`config.mk`:
```
export PLATFORM = sky130hd
export DESIGN_NAME = cfi_top
export DESIGN_NICKNAME = d
export VERILOG_FILES = /design/src/logic/cfi_pkg.sv /design/src/logic/cfi_hdr_parser.sv /design/src/logic/cfi_top.sv
export SDC_FILE = /design/constraint.sdc
export NUM_CORES = 1
export LEC_CHECK = 0
export ABC_AREA = 1
export BUFFER_PORTS_ARGS = -buffer_cell sky130_fd_sc_hd__buf_4
export CAP_MARGIN = 5
export CELL_PAD_IN_SITES_DETAIL_PLACEMENT = 0
export CELL_PAD_IN_SITES_GLOBAL_PLACEMENT = 2
export CORE_MARGIN = 2
export CORE_UTILIZATION = 30
export DETAILED_ROUTE_END_ITERATION = 8
export PLACE_DENSITY = 0.84
export REMOVE_ABC_BUFFERS = 1
export SKIP_CTS_REPAIR_TIMING = 1
export SLEW_MARGIN = 10
export SYNTH_ARGS = -nofsm -noshare
export SYNTH_HDL_FRONTEND = slang
export SYNTH_SLANG_ARGS = --single-unit
```
`constraint.sdc`:
```
create_clock -name pclk -period 3.08 [get_ports pclk]
set_input_delay 0.154 -clock pclk [delete_from_list [all_inputs] [get_ports pclk]]
set_output_delay 0.154 -clock pclk [all_outputs]
set_load 0.01 [all_outputs]
```
`src/logic/cfi_pkg.sv`:
```
// Constants for the CPU frame injection header path.
// Assumes an APB register bus with 32-bit data and byte addresses.
package cfi_pkg;

    // ==========================================================
    // Register map
    // ==========================================================
    localparam logic [11:0] CFI_OFS_CTRL = 12'h000;
    localparam logic [11:0] CFI_OFS_STAG = 12'h004;
    localparam logic [11:0] CFI_OFS_STATUS = 12'h008;

    // Control register fields
    localparam int CFI_CTRL_HDR0_BIT = 0;
    localparam int CFI_CTRL_HDR1_BIT = 1;
    localparam int CFI_CTRL_PRIO_BIT = 2;
    localparam int CFI_CTRL_CUSTOM_BIT = 3;
    localparam logic [3:0] CFI_CTRL_RESET = 4'h0;

    // Status register fields
    localparam int CFI_STAT_CNT0_LSB = 0;
    localparam int CFI_STAT_CNT1_LSB = 8;
    localparam int CFI_STAT_SHORT_LSB = 16;
    localparam int CFI_STAT_BUSY_LSB = 24;

    // ==========================================================
    // Injection header layout
    // ==========================================================
    localparam int CFI_HDR_BYTES = 8;
    localparam logic [2:0] CFI_HDR_LAST = 3'h7;
    localparam int CFI_BYPASS_BIT = 63;
    localparam int CFI_TSET_LSB = 32;
    localparam int CFI_TSET_W = 27;
    localparam int CFI_TSET_CPU_BIT = 58;
    localparam int CFI_STRIP_LSB = 28;
    localparam int CFI_QMASK_LSB = 20;
    localparam int CFI_CLASS_LSB = 17;
    localparam int CFI_TAGTYPE_BIT = 16;
    localparam int CFI_PCP_LSB = 13;
    localparam int CFI_DEI_BIT = 12;
    localparam int CFI_VID_LSB = 0;
    localparam logic [1:0] CFI_STRIP_NOREWRITE = 2'h3;

    // ==========================================================
    // Tag protocol identifiers and port numbers
    // ==========================================================
    localparam logic [15:0] CFI_TPID_CTAG = 16'h8100;
    localparam logic [15:0] CFI_TPID_STAG = 16'h88a8;
    localparam logic [4:0] CFI_CORE_PORT = 5'h1a;
    localparam logic [4:0] CFI_PORT_GRP0 = 5'h1a;
    localparam logic [4:0] CFI_PORT_GRP1 = 5'h1b;

    // Parser states
    typedef enum logic [1:0] {
        CFI_ST_IDLE = 2'b00,
        CFI_ST_HDR = 2'b01,
        CFI_ST_BODY = 2'b10
    } cfi_state_t;

endpackage : cfi_pkg

```
`src/logic/cfi_hdr_parser.sv`:
```
// One injection group: strips and holds the leading injection header.
// Assumes byte stream input with valid/ready and start/end markers.
`timescale 1ns/10ps
module cfi_hdr_parser
(
    input wire logic pclk,
    input wire logic presetn,
    input wire logic hdr_enable,
    input wire logic in_valid,
    output logic in_ready,
    input wire logic [7:0] in_data,
    input wire logic in_sop,
    input wire logic in_eop,
    output logic out_valid,
    input wire logic out_ready,
    output logic [7:0] out_data,
    output logic out_sop,
    output logic out_eop,
    output logic [63:0] hdr_word,
    output logic hdr_used,
    output logic short_pulse,
    output logic busy
);
    // ==========================================================
    // State
    // ==========================================================
    cfi_pkg::cfi_state_t state_r, state_nxt;
    logic [63:0] hdr_r, hdr_nxt;
    logic [2:0] cnt_r, cnt_nxt;
    logic used_r, used_nxt;
    logic first_r, first_nxt;
    logic short_nxt;

    // Next-state and stream steering
    always_comb
    begin
        state_nxt = state_r;
        hdr_nxt = hdr_r;
        cnt_nxt = cnt_r;
        used_nxt = used_r;
        first_nxt = first_r;
        short_nxt = 1'b0;
        in_ready = 1'b1;
        out_valid = 1'b0;
        case (state_r)
            cfi_pkg::CFI_ST_IDLE:
            begin
                if (in_valid && in_sop)
                begin
                    used_nxt = hdr_enable;
                    if (hdr_enable)
                    begin
                        // First byte is header bits 63..56
                        hdr_nxt = {hdr_r[55:0], in_data};
                        cnt_nxt = 3'h1;
                        if (in_eop)
                            short_nxt = 1'b1;
                        else
                            state_nxt = cfi_pkg::CFI_ST_HDR;
                    end
                    else
                    begin
                        // No header: hold the byte for the body path
                        in_ready = 1'b0;
                        first_nxt = 1'b1;
                        state_nxt = cfi_pkg::CFI_ST_BODY;
                    end
                end
            end
            cfi_pkg::CFI_ST_HDR:
            begin
                if (in_valid)
                begin
                    hdr_nxt = {hdr_r[55:0], in_data};
                    cnt_nxt = cnt_r + 3'h1;
                    if (in_eop)
                    begin
                        short_nxt = 1'b1;
                        state_nxt = cfi_pkg::CFI_ST_IDLE;
                    end
                    else if (cnt_r == cfi_pkg::CFI_HDR_LAST)
                    begin
                        first_nxt = 1'b1;
                        state_nxt = cfi_pkg::CFI_ST_BODY;
                    end
                end
            end
            cfi_pkg::CFI_ST_BODY:
            begin
                out_valid = in_valid;
                in_ready = out_ready;
                if (in_valid && out_ready)
                begin
                    first_nxt = 1'b0;
                    if (in_eop)
                        state_nxt = cfi_pkg::CFI_ST_IDLE;
                end
            end
            default:
            begin
                state_nxt = cfi_pkg::CFI_ST_IDLE;
            end
        endcase
    end

    // Registers
    always_ff @(posedge pclk or negedge presetn)
    begin
        if (!presetn)
        begin
            state_r <= cfi_pkg::CFI_ST_IDLE;
            hdr_r <= 64'h0;
            cnt_r <= 3'h0;
            used_r <= 1'b0;
            first_r <= 1'b0;
            short_pulse <= 1'b0;
        end
        else
        begin
            state_r <= state_nxt;
            hdr_r <= hdr_nxt;
            cnt_r <= cnt_nxt;
            used_r <= used_nxt;
            first_r <= first_nxt;
            short_pulse <= short_nxt;
        end
    end

    // Body pass-through
    assign out_data = in_data;
    assign out_sop = first_r;
    assign out_eop = in_eop;
    assign hdr_word = hdr_r;
    assign hdr_used = used_r;
    assign busy = (state_r != cfi_pkg::CFI_ST_IDLE);

endmodule : cfi_hdr_parser

```
`src/logic/cfi_top.sv`:
```
// CPU frame injection: two groups, header decode, merge into the core.
// Assumes APB master on pclk and a core sink with valid/ready.
`timescale 1ns/10ps

// Functional notes
// - Two injection groups run independently, one per CPU port 26/27.
// - Every injected frame enters the core as if received on port 26.
// - The CPU source priority setting makes the core prefer the CPU.
// - The first eight bytes of each frame are a side-band header.
// - Bit 63 set skips the analyzer and uses the header fields.
// - Bit 63 clear leaves forwarding and tagging to the analyzer.
// - A 27-bit target set at bit 32, top bit the CPU, used on bypass.
// - Strip count at bit 28 pops 0-2 tags; 3 disables tag rewriting.
// - Queue mask at bit 20 applies only on bypass with CPU target.
// - The 3-bit class at bit 17 is the forwarding class on bypass.
// - Bit 16 picks C-tag 0x8100 or S-tag 0x88a8 or a custom TPID.
// - PCP at 13, DEI at 12 and VID at 0 are the classified tag.
module cfi_top
(
    input wire logic pclk,
    input wire logic presetn,
    input wire logic psel,
    input wire logic penable,
    input wire logic pwrite,
    input wire logic [11:0] paddr,
    input wire logic [31:0] pwdata,
    output logic [31:0] prdata,
    output logic pready,
    output logic pslverr,
    input wire logic inj0_valid,
    output logic inj0_ready,
    input wire logic [7:0] inj0_data,
    input wire logic inj0_sop,
    input wire logic inj0_eop,
    input wire logic inj1_valid,
    output logic inj1_ready,
    input wire logic [7:0] inj1_data,
    input wire logic inj1_sop,
    input wire logic inj1_eop,
    output logic core_valid,
    input wire logic core_ready,
    output logic [7:0] core_data,
    output logic core_sop,
    output logic core_eop,
    output logic [4:0] core_src_port,
    output logic [4:0] core_cpu_port,
    output logic core_use_analyzer,
    output logic core_bypass,
    output logic [26:0] core_target_port_set,
    output logic [7:0] core_queue_mask,
    output logic [2:0] core_service_class_override,
    output logic [1:0] core_tag_strip_count,
    output logic core_rewrite_off,
    output logic core_tag_s,
    output logic [15:0] core_tpid,
    output logic [2:0] core_pcp,
    output logic core_dei,
    output logic [11:0] core_vid,
    output logic cpu_source_priority
);
    // ==========================================================
    // Register file over APB
    // ==========================================================
    logic [3:0] ctrl_r, ctrl_nxt;
    logic [15:0] stag_r, stag_nxt;
    logic [7:0] cnt0_r, cnt0_nxt;
    logic [7:0] cnt1_r, cnt1_nxt;
    logic [7:0] short_r, short_nxt;
    logic wr_en;
    logic mapped;
    logic [1:0] pbusy;
    logic [1:0] pshort;

    assign wr_en = psel && penable && pwrite;
    assign pready = 1'b1;

    // Address decode and read mux
    always_comb
    begin
        prdata = 32'h0;
        mapped = 1'b1;
        if (paddr == cfi_pkg::CFI_OFS_CTRL)
            prdata = {28'h0, ctrl_r};
        else if (paddr == cfi_pkg::CFI_OFS_STAG)
            prdata = {16'h0, stag_r};
        else if (paddr == cfi_pkg::CFI_OFS_STATUS)
            prdata = {6'h0, pbusy, short_r, cnt1_r, cnt0_r};
        else
            mapped = 1'b0;
    end

    assign pslverr = psel && penable && !mapped;

    // Writable configuration
    always_comb
    begin
        ctrl_nxt = ctrl_r;
        stag_nxt = stag_r;
        if (wr_en && paddr == cfi_pkg::CFI_OFS_CTRL)
            ctrl_nxt = pwdata[3:0];
        if (wr_en && paddr == cfi_pkg::CFI_OFS_STAG)
            stag_nxt = pwdata[15:0];
    end

    always_ff @(posedge pclk or negedge presetn)
    begin
        if (!presetn)
        begin
            ctrl_r <= cfi_pkg::CFI_CTRL_RESET;
            stag_r <= cfi_pkg::CFI_TPID_STAG;
        end
        else
        begin
            ctrl_r <= ctrl_nxt;
            stag_r <= stag_nxt;
        end
    end

    // Level to the queue system
    assign cpu_source_priority = ctrl_r[cfi_pkg::CFI_CTRL_PRIO_BIT];

    // ==========================================================
    // Injection groups
    // ==========================================================
    logic [1:0] pv, pready_in, psop, peop, hused;
    logic [7:0] pdata [2];
    logic [63:0] phdr [2];

    // Group for CPU port 26
    cfi_hdr_parser u_grp0
    (
        .pclk(pclk),
        .presetn(presetn),
        .hdr_enable(ctrl_r[cfi_pkg::CFI_CTRL_HDR0_BIT]),
        .in_valid(inj0_valid),
        .in_ready(inj0_ready),
        .in_data(inj0_data),
        .in_sop(inj0_sop),
        .in_eop(inj0_eop),
        .out_valid(pv[0]),
        .out_ready(pready_in[0]),
        .out_data(pdata[0]),
        .out_sop(psop[0]),
        .out_eop(peop[0]),
        .hdr_word(phdr[0]),
        .hdr_used(hused[0]),
        .short_pulse(pshort[0]),
        .busy(pbusy[0])
    );

    // Group for CPU port 27
    cfi_hdr_parser u_grp1
    (
        .pclk(pclk),
        .presetn(presetn),
        .hdr_enable(ctrl_r[cfi_pkg::CFI_CTRL_HDR1_BIT]),
        .in_valid(inj1_valid),
        .in_ready(inj1_ready),
        .in_data(inj1_data),
        .in_sop(inj1_sop),
        .in_eop(inj1_eop),
        .out_valid(pv[1]),
        .out_ready(pready_in[1]),
        .out_data(pdata[1]),
        .out_sop(psop[1]),
        .out_eop(peop[1]),
        .hdr_word(phdr[1]),
        .hdr_used(hused[1]),
        .short_pulse(pshort[1]),
        .busy(pbusy[1])
    );

    // ==========================================================
    // Frame arbiter and output stage
    // ==========================================================
    logic lock_r, lock_nxt, owner_r, owner_nxt, last_r, last_nxt;
    logic grant, load, take;
    logic ov_r, ov_nxt, osop_r, osop_nxt, oeop_r, oeop_nxt;
    logic [7:0] odata_r, odata_nxt;
    logic ogrp_r, ogrp_nxt;
    logic [63:0] h;
    logic byp;
    logic [36:0] desc_r, desc_nxt;
    logic [15:0] tpid_r, tpid_nxt;

    assign load = !ov_r || core_ready;
    assign h = phdr[grant];
    // Reserved header bits are never looked at
    assign byp = hused[grant] && h[cfi_pkg::CFI_BYPASS_BIT];

    // Frame-level round robin, locked until end of frame
    always_comb
    begin
        grant = owner_r;
        if (!lock_r)
            grant = (pv[0] && pv[1]) ? !last_r : pv[1];
        take = load && pv[grant];
        pready_in[0] = load && !grant;
        pready_in[1] = load && grant;
        lock_nxt = lock_r;
        owner_nxt = owner_r;
        last_nxt = last_r;
        if (take)
        begin
            owner_nxt = grant;
            lock_nxt = !peop[grant];
            if (peop[grant])
                last_nxt = grant;
        end
    end

    // Output byte stage and header decode at frame start
    always_comb
    begin
        ov_nxt = ov_r;
        odata_nxt = odata_r;
        osop_nxt = osop_r;
        oeop_nxt = oeop_r;
        ogrp_nxt = ogrp_r;
        desc_nxt = desc_r;
        tpid_nxt = tpid_r;
        if (load)
            ov_nxt = take;
        if (take)
        begin
            odata_nxt = pdata[grant];
            osop_nxt = psop[grant];
            oeop_nxt = peop[grant];
            ogrp_nxt = grant;
        end
        if (take && psop[grant])
        begin
            // Analyzer path zeroes every override field
            desc_nxt = 37'h0;
            if (byp)
            begin
                desc_nxt[36] = 1'b1;
                desc_nxt[35:9] = h[cfi_pkg::CFI_TSET_LSB +: 27];
                if (h[cfi_pkg::CFI_TSET_CPU_BIT])
                    desc_nxt[8:1] = h[cfi_pkg::CFI_QMASK_LSB +: 8];
                desc_nxt[0] = h[cfi_pkg::CFI_TAGTYPE_BIT];
            end
            tpid_nxt = cfi_pkg::CFI_TPID_CTAG;
            if (byp && h[cfi_pkg::CFI_TAGTYPE_BIT])
                tpid_nxt = ctrl_r[cfi_pkg::CFI_CTRL_CUSTOM_BIT] ? stag_r :
                    cfi_pkg::CFI_TPID_STAG;
        end
    end

    // Tag, class and strip fields captured at frame start
    logic [20:0] tag_r, tag_nxt;
    always_comb
    begin
        tag_nxt = tag_r;
        if (take && psop[grant])
        begin
            tag_nxt = 21'h0;
            if (byp)
            begin
                tag_nxt[20:19] = h[cfi_pkg::CFI_STRIP_LSB +: 2];
                tag_nxt[18:16] = h[cfi_pkg::CFI_CLASS_LSB +: 3];
                tag_nxt[15:13] = h[cfi_pkg::CFI_PCP_LSB +: 3];
                tag_nxt[12] = h[cfi_pkg::CFI_DEI_BIT];
                tag_nxt[11:0] = h[cfi_pkg::CFI_VID_LSB +: 12];
            end
        end
    end

    // Frame and short-header counters, wrap at 255
    always_comb
    begin
        cnt0_nxt = cnt0_r;
        cnt1_nxt = cnt1_r;
        short_nxt = short_r + {7'h0, pshort[0]} + {7'h0, pshort[1]};
        if (take && peop[grant] && !grant)
            cnt0_nxt = cnt0_r + 8'h1;
        if (take && peop[grant] && grant)
            cnt1_nxt = cnt1_r + 8'h1;
    end

    always_ff @(posedge pclk or negedge presetn)
    begin
        if (!presetn)
        begin
            lock_r <= 1'b0;
            owner_r <= 1'b0;
            last_r <= 1'b1;
            ov_r <= 1'b0;
            odata_r <= 8'h0;
            osop_r <= 1'b0;
            oeop_r <= 1'b0;
            ogrp_r <= 1'b0;
            desc_r <= 37'h0;
            tpid_r <= cfi_pkg::CFI_TPID_CTAG;
            tag_r <= 21'h0;
            cnt0_r <= 8'h0;
            cnt1_r <= 8'h0;
            short_r <= 8'h0;
        end
        else
        begin
            lock_r <= lock_nxt;
            owner_r <= owner_nxt;
            last_r <= last_nxt;
            ov_r <= ov_nxt;
            odata_r <= odata_nxt;
            osop_r <= osop_nxt;
            oeop_r <= oeop_nxt;
            ogrp_r <= ogrp_nxt;
            desc_r <= desc_nxt;
            tpid_r <= tpid_nxt;
            tag_r <= tag_nxt;
            cnt0_r <= cnt0_nxt;
            cnt1_r <= cnt1_nxt;
            short_r <= short_nxt;
        end
    end

    // Core-facing outputs
    assign core_valid = ov_r;
    assign core_data = odata_r;
    assign core_sop = osop_r;
    assign core_eop = oeop_r;
    assign core_src_port = cfi_pkg::CFI_CORE_PORT;
    assign core_cpu_port = ogrp_r ? cfi_pkg::CFI_PORT_GRP1 :
        cfi_pkg::CFI_PORT_GRP0;
    assign core_bypass = desc_r[36];
    assign core_use_analyzer = !desc_r[36];
    assign core_target_port_set = desc_r[35:9];
    assign core_queue_mask = desc_r[8:1];
    assign core_tag_s = desc_r[0];
    assign core_tpid = tpid_r;
    assign core_tag_strip_count = tag_r[20:19];
    assign core_rewrite_off = desc_r[36] &&
        (tag_r[20:19] == cfi_pkg::CFI_STRIP_NOREWRITE);
    assign core_service_class_override = tag_r[18:16];
    assign core_pcp = tag_r[15:13];
    assign core_dei = tag_r[12];
    assign core_vid = tag_r[11:0];
endmodule : cfi_top

```
# == Word-level counts from Yosys, hierarchy flattened ==
# Cells that the tools add are included.
# totals
register_bits,276
in_bits,72
out_inout_bits,134
word_cells,204
# op_classes
add_sub_neg,6
order_cmp,2
n_eq_ne,29
muxes,94
bitwise_logic,1
n_reduce_logical,45
# op_table
op,count
64-bit 2-to-1 mux,9
64-bit one-hot mux with 2 select lines,2
26-bit 2-to-1 mux,2
1-bit 2-to-1 mux,40
37-bit 2-to-1 mux,1
16-bit 2-to-1 mux,2
2-bit 2-to-1 mux,16
32-bit 2-to-1 mux,1
8-bit 2-to-1 mux,4
21-bit 2-to-1 mux,1
1-bit logical AND,20
"2-bit inequality test, second input constant",10
3-bit 2-to-1 mux,6
8-bit by 1-bit adder with 8-bit output,2
"8-bit by 1-bit adder with 8-bit output, second input constant",2
7-bit AND reduction,2
"12-bit by 3-bit == test with 1-bit output, second input constant",1
"12-bit by 4-bit == test with 1-bit output, second input constant",1
12-bit logical NOT,1
"2-bit by 1-bit inequality test with 1-bit output, second input constant",6
2-bit one-hot mux with 3 select lines,2
3-bit one-hot mux with 2 select lines,2
6-bit AND reduction,2
1-bit one-hot mux with 2 select lines,4
other kinds (17),38

# == Logic depth before layout (Yosys ltp) ==
# logic_depth
ltp_word,12
mapped_depth,13
mapped_depth_nobuf,11

# == Hierarchy ==
# Synthesis repeated with hierarchy kept, for this count alone.
# hier_totals
hier_cells,1568
hier_area_um2,12898.6
# modules_own_cells
mod,n_inst,cells_per_inst,area_each_um2,seq_area_each_um2
cfi_top,1,936,6955.4,3313.2
cfi_hdr_parser,2,316,2971.6,1801.7

# == Least setup slack after synthesis ==
# Ideal clock, no wire load.
# synth_path
path_type,register to output
startpoint,register u_grp1.state_r[0]
endpoint,output inj1_ready
arrival_time_ns,1.563
required_time_ns,2.926
setup_slack_ns,1.363
path_stages_with_launch,10
n_path_buf,2
cell_sequence,dfrtp_1 > inv_1 > nand2_1 > nor2_1 > nand2_4 > nand2_2 > buf_6 > buf_2 > a21oi_1 > o21ai_0
# synth_between
elab_chain_len,7
elab_cells_between_ends,8
classes_between,1 x eq/ne; 4 x mux; 3 x reduce/logical
# synth_lines
item,line_no,source
start: declaration,cfi_hdr_parser.sv:27,"cfi_pkg::cfi_state_t state_r, state_nxt;"
start signal: assignment,cfi_hdr_parser.sv:111,state_r <= cfi_pkg::CFI_ST_IDLE;
start signal: assignment,cfi_hdr_parser.sv:120,state_r <= state_nxt;
2-bit == test,cfi_hdr_parser.sv:45,case (state_r)
1-bit 2-to-1 mux,cfi_hdr_parser.sv:45,
1-bit logical AND,cfi_top.sv:196,grant = (pv[0] && pv[1]) ? !last_r : pv[1];
1-bit 2-to-1 mux,cfi_top.sv:196,
1-bit 2-to-1 mux,cfi_top.sv:195,if (!lock_r)
1-bit logical AND,cfi_top.sv:199,pready_in[1] = load && grant;
1-bit one-hot mux with 2 select lines *,cfi_hdr_parser.sv:45,
end: declaration,cfi_top.sv:36,"output logic inj1_ready,"
# Every way passes the cells marked *; elsewhere a longest branch is shown, timed or not.

# == Final worst setup path ==
# layout_path
startpoint,register u_grp1.state_r[0]
endpoint,output inj0_ready
# layout_between
elab_chain_len,8
# layout_lines
item,line_no,source
2-bit == test *,cfi_hdr_parser.sv:45,
1-bit 2-to-1 mux *,cfi_hdr_parser.sv:45,
1-bit logical AND,cfi_top.sv:196,
1-bit 2-to-1 mux *,cfi_top.sv:196,
1-bit 2-to-1 mux *,cfi_top.sv:195,
1-bit logical NOT *,cfi_top.sv:198,pready_in[0] = load && !grant;
1-bit logical AND *,cfi_top.sv:198,
1-bit one-hot mux with 2 select lines *,cfi_hdr_parser.sv:45,
end: declaration,cfi_top.sv:31,"output logic inj0_ready,"
# Marked as above.

==> metrics <==
run status=complete, but fails checks; violated checks=negative hold slack; hold endpoint=u_grp0.cnt_r[0]$_DFFE_PN0P_; Synth Area in XOR/XNOR=1.26%; total wire length=34.6 mm; Placed Cells=2196; required time of the worst setup path=2.93 ns; unrepaired setup endpoints after global routing=no; power density of the placed cells=720 nW/µm²; worst hold margin=-0.0309 ns; die footprint=43300 µm²; Final HPWL DP=22.6 mm; Warnings, synthesis=0; count of buffers inserted at the top-level ports=173; maximum number of buffers from clock root to sink=3; vias after detailed routing=10486; post-synthesis mux area share=0%; DR DRC count=0; wire length of the first global-routing pass=55.9 mm; Critical Path End Type=primary output; Avg WL per Cell=15.1 µm; detail-routed via count per cell=4.59; die span in x=208 µm; Worst Clk Skew=0.0138 ns; highest clock rate=363 MHz; minimum setup slack among reg-to-reg paths=0.64 ns; number of antenna violations at the first check in global routing=1; remaining max-slew budget at the tightest pin=43.7%; measured slew at the worst slew-check pin=0.842 ns; synthesis-to-layout area growth=24.6%; Placer Congestion=0.810; post-route fraction of the period consumed by the critical path=89.5%; combinational family with the most area after synthesis=simple AND/OR/NAND/NOR gates; number of nets in the layout=1812; number of cells on the worst reg-to-reg path=12; cell taking the most area after synthesis=sky130_fd_sc_hd__dfrtp_1; Top-Level Pins=206; Post-Place Cell Area=14200 µm²; Inserted Clock Buffers=31; fraction of post-synthesis cell area in the top cell type by area=52.1%; number of H-tree levels=1; utilization of the core after routing=38.0%; vertical extent of the die=208 µm; pin count of the biggest net entering global routing=85; clock insertion delay at the later pin of the skew report=0.58 ns; kind of critical path=register to primary output; setup total negative slack=0 ns; worst reg2reg startpoint=u_grp0.state_r[1]$_DFFE_PN0P_; synthesized-area fraction occupied by ao, oa, aoi and oai cells=12.8%; initial core utilization=30.5%; final worst path period need=2.76 ns; master cell of the clock root buffer=sky130_fd_sc_hd__clkbuf_16; Post-synth top flop=sky130_fd_sc_hd__dfrtp_1; number of clock sinks=268; synthesized area=12500 µm²; Arr. time, crit path=2.60 ns; remaining global-route overflow=0; startpoint of the tightest hold check path=inj0_valid; Hold Crit Depth=4; via count of the first global-routing pass=10332; average footprint of a synthesized cell=8.05 µm²; largest cells by area after synthesis=sky130_fd_sc_hd__dfrtp_1 (52%), sky130_fd_sc_hd__nand2_1 (15%), sky130_fd_sc_hd__o21ai_0 (10%), sky130_fd_sc_hd__inv_1 (4.3%), sky130_fd_sc_hd__nor2_1 (3.2%); leakage power total=7.97 nW; GRT Total Usage=15.8%; number of flops mapped to enable cells by yosys=0; Tightest Hold Check Type=input port to register; residual antenna-violating net count after detailed routing=0; 1st-pass router iterations=6; Critical R2R Capture=desc_r[5]$_DFFE_PN0P_; distinct cell type count of the synthesized netlist=39; post-route insts no fill=2287; Post-Syn Instances=1551; violation count after the first detailed-routing iteration=478; CTS clk-pin slew, worst paths=0.06 ns; CP Max Fanout=32; floorplan core area=40900 µm²; Final Hold Fails=2; adder and majority cell fraction of the synthesized area=0.861%; number of storage elements in the synthesis netlist=268; Worst setup SP type=register; TritonCTS clock tree=built; Final Setup Violations=0; async set-or-reset flop fraction in the synthesized netlist=100%; fraction of layout cells with a size suffix above 1=16.2%; simple-gate share of the synthesized area=22.4%; reported max-cap violation count=0; Max Slew Vio Count=0; highest ir drop seen on vdd=0.610 mV; critical path startpoint=u_grp1.state_r[0]$_DFFE_PN0P_; Final Instance Area=15600 µm²; proportion of synthesized chip area in sequential cells=53.8%; Placement Rows=74; FILL cells=4301
[worst max-delay path, cell delays in order (launching register included)]
cell,delay [ns]
sky130_fd_sc_hd__dfrtp_1,0.42
sky130_fd_sc_hd__inv_1,0.10
sky130_fd_sc_hd__nand2_1,0.10
sky130_fd_sc_hd__nor2_1,0.20
sky130_fd_sc_hd__nand2_4,0.20
sky130_fd_sc_hd__nand2_4,0.39
sky130_fd_sc_hd__inv_4,0.18
sky130_fd_sc_hd__nand3_1,0.13
sky130_fd_sc_hd__nand4_1,0.11
sky130_fd_sc_hd__buf_4,0.17
[layout by cell type (no fill, tap or decap), types with 2 or more instances in the layout]
cell,netlist,layout
sky130_fd_sc_hd__nand3b_1,2,2
sky130_fd_sc_hd__clkbuf_16,0,31
sky130_fd_sc_hd__inv_1,143,143
sky130_fd_sc_hd__buf_12,0,4
sky130_fd_sc_hd__o21ai_0,255,255
sky130_fd_sc_hd__nand2_1,504,502
sky130_fd_sc_hd__o22ai_1,9,9
sky130_fd_sc_hd__dlygate4sd3_1,0,35
sky130_fd_sc_hd__nor2_2,2,2
sky130_fd_sc_hd__clkinv_2,0,3
sky130_fd_sc_hd__dfstp_2,8,8
sky130_fd_sc_hd__o21a_1,2,2
sky130_fd_sc_hd__nand4_1,5,5
sky130_fd_sc_hd__nand2_2,7,7
sky130_fd_sc_hd__nor2_4,3,3
sky130_fd_sc_hd__conb_1,2,16
sky130_fd_sc_hd__ha_1,7,7
sky130_fd_sc_hd__o21ai_1,39,39
sky130_fd_sc_hd__clkbuf_1,48,10
sky130_fd_sc_hd__inv_2,3,3
sky130_fd_sc_hd__buf_4,20,194
sky130_fd_sc_hd__a21oi_1,4,4
sky130_fd_sc_hd__or2_2,8,8
sky130_fd_sc_hd__clkbuf_8,0,9
sky130_fd_sc_hd__nor3_1,7,7
sky130_fd_sc_hd__nand2_4,2,4
sky130_fd_sc_hd__xor2_1,18,18
sky130_fd_sc_hd__dfrtp_1,260,260
sky130_fd_sc_hd__nand3_2,2,2
sky130_fd_sc_hd__nor2_1,106,106
sky130_fd_sc_hd__a31oi_1,4,4
sky130_fd_sc_hd__nand3_1,41,41
[where the power goes]
part	switching, mW	internal (mW)	total, mW
Sequential	0.345	4.14	4.48
Combinational	2.22	0.933	3.16
Clock	1.50	2.07	3.56
[metrics by stage]
stage | total power [mW] | setup WS (ns)
after floorplan | 6.30 | -0.565
after global placement | 7.66 | 0.593
after detailed placement | 7.72 | 0.563
after CTS | 11.3 | 0.246
after global routing | 12.0 | 0.123
final | 11.2 | 0.324
[state kept, by name (all words and copies together), names as in the netlist, 8 cells and up]
register	cells
cnt1_r	8
short_r	8
core_data	8
u_grp1.hdr_word	60
cnt0_r	8
core_tpid	16
tag_r	21
u_grp0.hdr_word	60
stag_r	16
desc_r	37
[area by class of cell]
type / count / area [µm²] / area share (%)
well taps: 532 / 666 / 4.28
clock inverters: 5 / 42.5 / 0.273
repair buffers: 234 / 1900 / 12.2
inverters: 147 / 554 / 3.56
diodes: 1 / 2.50 / 0.0161
clock buffers: 50 / 937 / 6.02
flip-flops and latches: 268 / 6720 / 43.1
multi-input cells: 1050 / 4750 / 30.5
[per-layer routing]
metal / global-route usage (%) / part of all wire (%) / up-vias
met5: 0 / 0 / -
met4: 3.08 / 1.8 / 0
met3: 3.74 / 5.2 / 38
li1: - / - / 5221
met1: 21.7 / 48 / 5014
met2: 25.6 / 45 / 213
[how the worst max path moves through the flow]
stage,endpoint,cells after the start,slack (ns)
floorplan,desc_r[36]$_DFFE_PN0P_,8,-0.57
CTS,inj1_ready,8,0.25
detailed placement,desc_r[35]$_DFFE_PN0P_,11,0.56
global route,inj0_ready,9,0.12
finish,inj0_ready,9,0.32
global placement,desc_r[11]$_DFFE_PN0P_,12,0.59
[cell usage after synthesis, drive strengths merged (6+ instances only)]
master	count
buf	51
clkbuf	49
dfrtp	260
dfstp	8
ha	7
inv	147
nand2	513
nand3	44
nand4	6
nor2	111
nor3	7
o21ai	294
o22ai	9
or2	9
xor2	18
[logic make-up after synthesis]
kind of cell	Yosys count
and+or+nand+nor	693
AOI/OAI and AO/OA	315
adders and majority gates	8
xor gates and xnor gates	18
buffers and inverters	247
DFF	268
other	2
(Power assumes the default switching activity.)
